<file path="src/core/brc_pkg.sv">
// brc_pkg: constants for the bidirectional reset control block
package brc_pkg;
  // ---------------------------------------------------------------
  // register map (word aligned byte addresses)
  // ---------------------------------------------------------------
  localparam logic [7:0] BRC_ADDR_CTRL   = 8'h00;
  localparam logic [7:0] BRC_ADDR_STATUS = 8'h04;
  localparam logic [7:0] BRC_ADDR_IRQ    = 8'h08;
  localparam logic [7:0] BRC_ADDR_MASK   = 8'h0C;
  // ---------------------------------------------------------------
  // field positions
  // ---------------------------------------------------------------
  localparam int BRC_CTRL_ENABLE   = 0;
  localparam int BRC_CTRL_END_OF_INIT_INSTRUCTION    = 1;
  localparam int BRC_CTRL_SWRST    = 2;
  localparam int BRC_ST_LONG_HW    = 0;
  localparam int BRC_ST_LOCKED     = 1;
  localparam int BRC_ST_BOOTLDR    = 2;
  localparam int BRC_ST_SEQ_BUSY   = 3;
  localparam int BRC_IRQ_STRETCHED = 0;
  localparam int BRC_IRQ_LOCKWRITE = 1;
  localparam int BRC_IRQ_DONE      = 2;
  localparam int BRC_IRQ_W         = 3;
  localparam int BRC_BOOT_SEL_BIT  = 4;
  // ---------------------------------------------------------------
  // reset values and timing
  // ---------------------------------------------------------------
  localparam logic [2:0] BRC_IRQ_MASK_RST = 3'h0;
  localparam int BRC_CLK_HZ        = 40000000;
  localparam int BRC_SEQ_TIME_NS   = 25600;
  localparam int BRC_SEQ_CYCLES    = (BRC_SEQ_TIME_NS * (BRC_CLK_HZ / 1000000) + 999) / 1000;
  localparam int BRC_CNT_W         = 12;
  // ---------------------------------------------------------------
  // sequencer states
  // ---------------------------------------------------------------
  typedef enum logic [1:0] {
    BRC_IDLE  = 2'b00,
    BRC_SEQ   = 2'b01,
    BRC_WAIT  = 2'b10
  } brc_state_t;
endpackage : brc_pkg

</file>
<file path="src/core/brc_sync.sv">
// brc_sync: two flip-flop level synchroniser
`timescale 1ns/1ps
`default_nettype none
module brc_sync #(
  parameter int W = 1
) (
  input  wire logic         mclk,
  input  wire logic         rst_b,
  input  wire logic         ce,
  input  wire logic [W-1:0] d,
  output logic      [W-1:0] q
);
  logic [W-1:0] meta;
  always_ff @(posedge mclk or negedge rst_b) begin
    if (!rst_b) begin
      meta <= '0;
      q    <= '0;
    end else if (ce) begin
      meta <= d;
      q    <= meta;
    end
  end
endmodule // brc_sync
`default_nettype wire

</file>
<file path="src/core/brc_top.sv">
// brc_top: bidirectional reset control with apb registers
//
// Register access over APB and the placing of the registers were decided locally.
`timescale 1ns/1ps
`default_nettype none
module brc_top
  import brc_pkg::*;
#(
  parameter int SEQ_CYCLES = brc_pkg::BRC_SEQ_CYCLES,
  parameter int BOOT_W     = 8
) (
  input  wire logic              mclk,
  input  wire logic              rst_b,
  input  wire logic              ce,
  input  wire logic              psel,
  input  wire logic              penable,
  input  wire logic              pwrite,
  input  wire logic [7:0]        paddr,
  input  wire logic [31:0]       pwdata,
  output logic      [31:0]       prdata,
  output logic                   pready,
  output logic                   pslverr,
  input  wire logic              reset_input_pin_in,
  output logic                   reset_input_pin_out,
  output logic                   reset_input_pin_oe,
  input  wire logic [BOOT_W-1:0] boot_config_port,
  output logic [BOOT_W-1:0]      boot_config,
  output logic                   bootstrap_mode,
  output logic                   long_hw_reset_flag,
  output logic                   core_reset_b,
  output logic                   irq
);
  import brc_pkg::*;
  // ---------------------------------------------------------------
  // reset release and pin synchronisers
  // ---------------------------------------------------------------
  logic              rst_meta_b;
  logic              rst_sync_b;
  logic              pin_sync;
  logic [BOOT_W-1:0] boot_sync;
  logic [BOOT_W:0]   sync_q;
  always_ff @(posedge mclk or negedge rst_b) begin
    if (!rst_b) begin
      rst_meta_b <= 1'b0;
      rst_sync_b <= 1'b0;
    end else begin
      rst_meta_b <= 1'b1;
      rst_sync_b <= rst_meta_b;
    end
  end
  brc_sync #(.W(1 + BOOT_W)) u_sync (
    .mclk  (mclk),
    .rst_b (rst_sync_b),
    .ce    (ce),
    .d     ({!reset_input_pin_in, boot_config_port}),
    .q     (sync_q)
  );
  // pin passes inverted so a cleared synchroniser reads an idle high pin
  assign pin_sync  = !sync_q[BOOT_W];
  assign boot_sync = sync_q[BOOT_W-1:0];
  // ---------------------------------------------------------------
  // state and decode
  // ---------------------------------------------------------------
  brc_state_t           state;
  brc_state_t           next_state;
  logic                 bidir_reset_enable_bit;
  logic                 locked;
  logic                 pin_prev;
  logic [BRC_CNT_W-1:0] cnt;
  logic [BRC_IRQ_W-1:0] irq_status;
  logic [BRC_IRQ_W-1:0] irq_mask;
  logic                 stretched;
  logic                 pin_rel;
  wire access     = psel && penable && ce;
  wire wr         = access && pwrite;
  wire wr_ctrl    = wr && (paddr == BRC_ADDR_CTRL);
  wire wr_irq     = wr && (paddr == BRC_ADDR_IRQ);
  wire wr_mask    = wr && (paddr == BRC_ADDR_MASK);
  wire mapped     = (paddr == BRC_ADDR_CTRL) || (paddr == BRC_ADDR_STATUS)
                 || (paddr == BRC_ADDR_IRQ) || (paddr == BRC_ADDR_MASK);
  wire en_write   = wr_ctrl && !locked;
  wire lock_poke  = wr_ctrl && locked
                 && (pwdata[BRC_CTRL_ENABLE] != bidir_reset_enable_bit);
  wire do_end_of_init_instruction   = wr_ctrl && pwdata[BRC_CTRL_END_OF_INIT_INSTRUCTION];
  wire sw_reset   = wr_ctrl && pwdata[BRC_CTRL_SWRST];
  wire pin_fall   = pin_prev && !pin_sync;
  wire seq_start  = (state == BRC_IDLE) && (pin_fall || sw_reset);
  wire seq_last   = (state == BRC_SEQ) && (cnt == BRC_CNT_W'(SEQ_CYCLES - 1));
  wire stretched_next = seq_start ? bidir_reset_enable_bit : stretched;
  // a short pulse ended before the sequence did: stretching happened; our own
  // pull hides a pulse that outlasts the start of the drive, which then reads as long
  wire short_seen = seq_last && (pin_sync || pin_rel);
  wire [BRC_IRQ_W-1:0] irq_set = {seq_last, lock_poke, short_seen && stretched};
  wire [31:0] status_word = {28'h0, state != BRC_IDLE, bootstrap_mode, locked,
                             long_hw_reset_flag};
  wire [31:0] rd_mux =
      (paddr == BRC_ADDR_CTRL)   ? {31'h0, bidir_reset_enable_bit} :
      (paddr == BRC_ADDR_STATUS) ? status_word :
      (paddr == BRC_ADDR_IRQ)    ? {29'h0, irq_status} :
      (paddr == BRC_ADDR_MASK)   ? {29'h0, irq_mask} : 32'h0;
  // ---------------------------------------------------------------
  // sequencer
  // ---------------------------------------------------------------
  always_comb begin
    next_state = state;
    unique case (state)
      BRC_IDLE: if (seq_start) next_state = BRC_SEQ;
      BRC_SEQ:  if (seq_last) next_state = pin_sync ? BRC_IDLE : BRC_WAIT;
      BRC_WAIT: if (pin_sync) next_state = BRC_IDLE;
      default:  next_state = BRC_IDLE;
    endcase
  end
  always_ff @(posedge mclk or negedge rst_sync_b) begin
    if (!rst_sync_b) begin
      state    <= BRC_SEQ;
      cnt      <= '0;
      pin_prev <= 1'b1;
      pin_rel  <= 1'b0;
    end else if (ce) begin
      state    <= next_state;
      pin_prev <= pin_sync;
      pin_rel  <= seq_start ? 1'b0 : (pin_rel || (state == BRC_SEQ && pin_sync));
      cnt      <= (state == BRC_SEQ && !seq_last) ? cnt + 1'b1 : '0;
    end
  end
  // ---------------------------------------------------------------
  // enable bit, lock and reset results
  // ---------------------------------------------------------------
  always_ff @(posedge mclk or negedge rst_sync_b) begin
    if (!rst_sync_b) begin
      bidir_reset_enable_bit <= 1'b0;
      locked                 <= 1'b0;
    end else if (ce) begin
      if (seq_start) begin
        bidir_reset_enable_bit <= 1'b0;
        locked                 <= 1'b0;
      end else begin
        if (en_write) bidir_reset_enable_bit <= pwdata[BRC_CTRL_ENABLE];
        if (do_end_of_init_instruction) locked <= 1'b1;
      end
    end
  end
  always_ff @(posedge mclk or negedge rst_sync_b) begin
    if (!rst_sync_b) begin
      stretched           <= 1'b0;
      long_hw_reset_flag  <= 1'b0;
      boot_config         <= '0;
      bootstrap_mode      <= 1'b0;
    end else if (ce && seq_start) begin
      stretched <= bidir_reset_enable_bit;
    end else if (ce && seq_last) begin
      long_hw_reset_flag <= stretched || !pin_sync;
      if (stretched) begin
        boot_config    <= boot_sync;
        bootstrap_mode <= !boot_sync[BRC_BOOT_SEL_BIT];
      end
    end
  end
  // ---------------------------------------------------------------
  // pin and core reset drive
  // ---------------------------------------------------------------
  always_ff @(posedge mclk or negedge rst_sync_b) begin
    if (!rst_sync_b) begin
      reset_input_pin_out <= 1'b0;
      reset_input_pin_oe  <= 1'b0;
      core_reset_b        <= 1'b0;
    end else if (ce) begin
      reset_input_pin_oe  <= (next_state == BRC_SEQ) && stretched_next;
      reset_input_pin_out <= 1'b0;
      core_reset_b        <= (next_state == BRC_IDLE);
    end
  end
  // ---------------------------------------------------------------
  // interrupts and apb
  // ---------------------------------------------------------------
  always_ff @(posedge mclk or negedge rst_sync_b) begin
    if (!rst_sync_b) begin
      irq_status <= '0;
      irq_mask   <= BRC_IRQ_MASK_RST;
      irq        <= 1'b0;
      prdata     <= 32'h0;
      pready     <= 1'b0;
      pslverr    <= 1'b0;
    end else if (ce) begin
      irq_status <= (irq_status & ~(wr_irq ? pwdata[BRC_IRQ_W-1:0] : '0)) | irq_set;
      if (wr_mask) irq_mask <= pwdata[BRC_IRQ_W-1:0];
      irq        <= |(irq_status & irq_mask);
      pready     <= psel && !penable;
      pslverr    <= psel && !penable && !mapped;
      prdata     <= (psel && !penable && !pwrite) ? rd_mux : 32'h0;
    end
  end
  // ---------------------------------------------------------------
  // assertions
  // ---------------------------------------------------------------
  a_lock_holds_enable: assert property (@(posedge mclk) disable iff (!rst_sync_b)
    (ce && locked && !seq_start) |=> $stable(bidir_reset_enable_bit))
    else $error("enable bit changed while locked");
  a_reset_clears_en: assert property (@(posedge mclk) disable iff (!rst_sync_b)
    (ce && seq_start) |=> !bidir_reset_enable_bit && !locked)
    else $error("enable bit survived reset");
  a_long_flag: assert property (@(posedge mclk) disable iff (!rst_sync_b)
    (ce && seq_last && stretched) |=> long_hw_reset_flag)
    else $error("long reset flag not set");
  a_boot_select: assert property (@(posedge mclk) disable iff (!rst_sync_b)
    (ce && seq_last && stretched && !boot_sync[BRC_BOOT_SEL_BIT]) |=> bootstrap_mode)
    else $error("bootstrap not entered");
  a_stretch_core: assert property (@(posedge mclk) disable iff (!rst_sync_b)
    (ce && seq_start) |=> !core_reset_b)
    else $error("core reset not held");
  a_pin_driven: assert property (@(posedge mclk) disable iff (!rst_sync_b)
    (ce && seq_start && bidir_reset_enable_bit) |=> reset_input_pin_oe && !reset_input_pin_out)
    else $error("reset pin not driven low");
  c_stretch: cover property (@(posedge mclk) disable iff (!rst_sync_b) irq_set[BRC_IRQ_STRETCHED]);
  c_lock_poke: cover property (@(posedge mclk) disable iff (!rst_sync_b) lock_poke);
  c_boot: cover property (@(posedge mclk) disable iff (!rst_sync_b) $rose(bootstrap_mode));
  c_wait_pin: cover property (@(posedge mclk) disable iff (!rst_sync_b) state == BRC_WAIT);
  c_sw_reset: cover property (@(posedge mclk) disable iff (!rst_sync_b) sw_reset && seq_start);
endmodule // brc_top
`default_nettype wire

</file>
<file path="config.mk">
export PLATFORM = sky130hd
export DESIGN_NAME = brc_top
export DESIGN_NICKNAME = d
export VERILOG_FILES = /design/src/core/brc_pkg.sv /design/src/core/brc_sync.sv /design/src/core/brc_top.sv
export SDC_FILE = /design/constraint.sdc
export NUM_CORES = 1
export LEC_CHECK = 0
export BUFFER_PORTS_ARGS = -buffer_cell sky130_fd_sc_hd__buf_4
export CAP_MARGIN = 20
export CORE_MARGIN = 1.5
export CORE_UTILIZATION = 50
export DETAILED_ROUTE_END_ITERATION = 16
export HOLD_SLACK_MARGIN = 0.1
export PLACE_DENSITY = 0.85
export SYNTH_ARGS = -nofsm -noshare
export SYNTH_HDL_FRONTEND = slang
export SYNTH_SLANG_ARGS = --single-unit
</file>
<file path="constraint.sdc">
create_clock -name mclk -period 2.89 [get_ports mclk]
set_clock_uncertainty 0.15 [all_clocks]
set_input_delay 0 -clock mclk [delete_from_list [all_inputs] [get_ports mclk]]
set_output_delay 0 -clock mclk [all_outputs]
set_load 0.05 [all_outputs]
</file>
==> summary.txt <==
Cells and area
  • Share of cells above drive strength 1: 0.287
  • Diodes inserted: 0
  • Finished Layout Cells: about 440
  • P&R area growth vs syn: 28.1%
  • NumNets Final: 417

Critical path
  • Setup CP Type: in2reg
  • Crit-path cells: dlygate4sd3_1, buf_4, nor4_4, dlygate4sd3_1, and2_1, nand4_1, mux2_2, dlygate4sd3_1
  • Crit-path slowest cell: dlygate4sd3_1
  • Slowest stage delay, CP: 650 ps
  • Crit-path max FO: 5
  • CP endpoint kind: register
  • Critical Path RT: 2970 ps
  • Critical path arrival: roughly 2800 ps
  • Startpoint type of the worst setup path: input pin
  • Critical Path Most Common Cell: dlygate4sd3_1

Floorplan
  • Die Ht: between 80 and 90 µm
  • Die area: approximately 0.0067 mm²
  • Top Ports: 103
  • Core area: 0.00596 mm²
  • Die X: 81.9 µm
  • Initial core utilization: 0.522
  • Row count: 28

CTS
  • Root Driver: clkbuf_8
  • Postcts setup bufs: 0
  • Worst skew pair latency: approximately 340 ps
  • Clock Sinks: 64
  • Worst-path clk slew: approximately 70 ps
  • Max clock buf depth: 2
  • Total CTS buffers: 9
  • CTS tree: done
  • CTS H-Tree Depth: 3

Timing
  • Setup TNS: 0 ps
  • Final setup fails: 0
  • Worst-Margin Slew: 527 ps
  • RSZ-0062 raised after global routing: no
  • Post-layout min period: 2710 ps
  • Slew HR: 0.648
  • Fmax: 369 MHz
  • Slew Viols, Final: 0
  • Final period util: 0.938
  • Final Hold Viols: 0

Synth
  • Async S/R FF share, synth: 1.00
  • Register area share after synthesis: 0.516
  • Synth unique cells: 49
  • Post-synth EDFFs: 0
  • Post-Syn Instances: about 280
  • Synth top area cells: dfrtp_1 50%, mux2_2 11%, buf_4 7.0%, nor2_1 2.2%, inv_1 1.9%
  • Most used DFF post-synth: dfrtp_1
  • Mapped Avg Cell Area: 11.3 µm²
  • Area leader, netlist: dfrtp_1
  • Synth top cells by count: 62 x dfrtp_1, 31 x mux2_2, 29 x buf_4, 18 x nor2_1
  • Cell with the most instances after synthesis: dfrtp_1
  • Flops & latches, synth: between 60 and 70
  • Top cell type's share of synthesized area: 0.499
  • Synthesis Warnings: 0
  • Post-Synthesis Cell Area: around 0.0031 mm²

Hold path
  • Worst hold path class: reg2async

GRT
  • GR Util All Layers: 0.206
  • Vias in the first global route: 2281
  • Grt total ovfl: 0
  • First-pass GRT wire length: between 10 and 15 mm
  • Largest net degree at the start of global routing: 49
  • Initial antenna violation count: 0

Outcome
  • Status: complete, no violations

Detailed routing
  • Via density per instance: roughly 5.2
  • Drt first pass iters: 4
  • Post-DRT Antenna Nets: 0
  • Vias: about 2300
  • 1st-iter DRT viols: a little over 100
  • Residual DRC: 0
  • WL per Instance: 14.0 µm
  • DRT Wirelength: between 6 and 7 mm

Flow run
  • Max Cap Viol: 0

Placement
  • Placed cell count: 388
  • HPWL after detailed placement: roughly 4.0 mm
  • Placer congestion estimate: 0.832
  • PortBufs: 44

Power
  • Max rail drop VDD: roughly 0.47 mV
  • Leak: 0.00185 µW
  • Power, Total: around 2100 µW
  • Pwr dens: between 500 and 600 mW/mm²
## layout make-up
type                    count  area [µm²]
fillers                   459        1970
flip-flops and latches     64        1610
multi-input cells         186        1300
repair buffers             84         733
clock buffers               9         124
well taps                  75        93.8
clock inverters             7        71.3
inverters                  16        60.1
## cells by family after synthesis
kind of cell	Yosys count	synth area share
AO/OA/AOI/OAI	35	0.0769
XOR/XNOR	10	0.0282
adder cells (fa/ha/maj)	1	0.00402
buffers and inverters	53	0.101
flip-flops	64	0.516
multiplexers	36	0.133
other	2	0.00242
AND/OR/NAND/NOR	74	0.139
## through the flow
step | hold WS [ps] | cell area (µm²) | utilization | setup slack (ps)
CTS | 129 | 3950 | 0.664 | 221
global route | 143 | 3980 | 0.669 | 80.9
detailed placement | -367 | 3410 | 0.572 | 940
floorplan | -446 | 3210 | - | 830
global placement | -367 | 3410 | 0.572 | 962
finish | 97.9 | 3980 | 0.669 | 180
## worst max-delay path, delay by kind of cell
kind                   cells  cell delay, ps
multiplexers               1             340
buffers and inverters      4            1880
AND/OR/NAND/NOR            3             570
## path summary, 6_finish.rpt
check	cells past startpoint	startpoint	endpoint	slack [ps]
min reg2reg	1	rst_sync_b	cnt[8]	100
min	1	rst_sync_b	cnt[8]	100
max in group asynchronous	1	rst_sync_b	u_sync.meta[1]	1940
min in group mclk	5	paddr[5]	prdata[0]	190
max reg2reg	5	cnt[0]	boot_config[7]	960
max	8	paddr[6]	irq_mask[0]	180
## timing repair
| action | in CTS | in global routing |
|---|---|---|
| hold buffers | 35 | 1 |
| endpoints found under the hold margin | 38 | 3 |
| gates resized for setup | 0 | 0 |
## per-layer routing
layer | vias to the layer above | routed length (µm) | share of wire | global-route usage
met5 | - | 0 | 0 | 0
met4 | 0 | 93 | 0.015 | 0.0729
met3 | 12 | 359 | 0.058 | 0.0733
met2 | 92 | 3080 | 0.50 | 0.361
met1 | 1109 | 2640 | 0.43 | 0.231
li1 | 1081 | - | - | -
## state kept, by name, indices dropped and copies added, names as in the netlist, 2 cells and up
register and cells:
cnt 12, u_sync.meta 9, prdata 4, state 2, u_sync.q 9, irq_mask 3
boot_config 8, irq_status 3
## power by group
group	leakage (µW)	internal (µW)	switching [µW]
sequential	0.000825	968	48.5
clock	0.0000916	397	351
combinational	0.000935	136	235
## layout by cell type, fill, tap and decap left out, drive strengths merged, types with 3 or more instances in the layout
master | netlist | routed
nor3 | 3 | 3
nand3 | 6 | 6
xor2 | 4 | 4
dfrtp | 62 | 62
o21ai | 10 | 10
and4 | 4 | 4
buf | 35 | 48
a21oi | 4 | 4
nand4 | 9 | 9
nor2 | 19 | 19
nor2b | 3 | 3
clkbuf | 2 | 9
dlygate4sd3 | 0 | 36
nand2b | 3 | 3
mux2 | 32 | 32
nor4 | 3 | 3
o22ai | 4 | 4
xnor2 | 6 | 6
nand4b | 3 | 3
nand2 | 16 | 16
conb | 2 | 30
mux2i | 3 | 3
inv | 16 | 17
clkinvlp | 0 | 3
(Power assumes the default switching activity.)
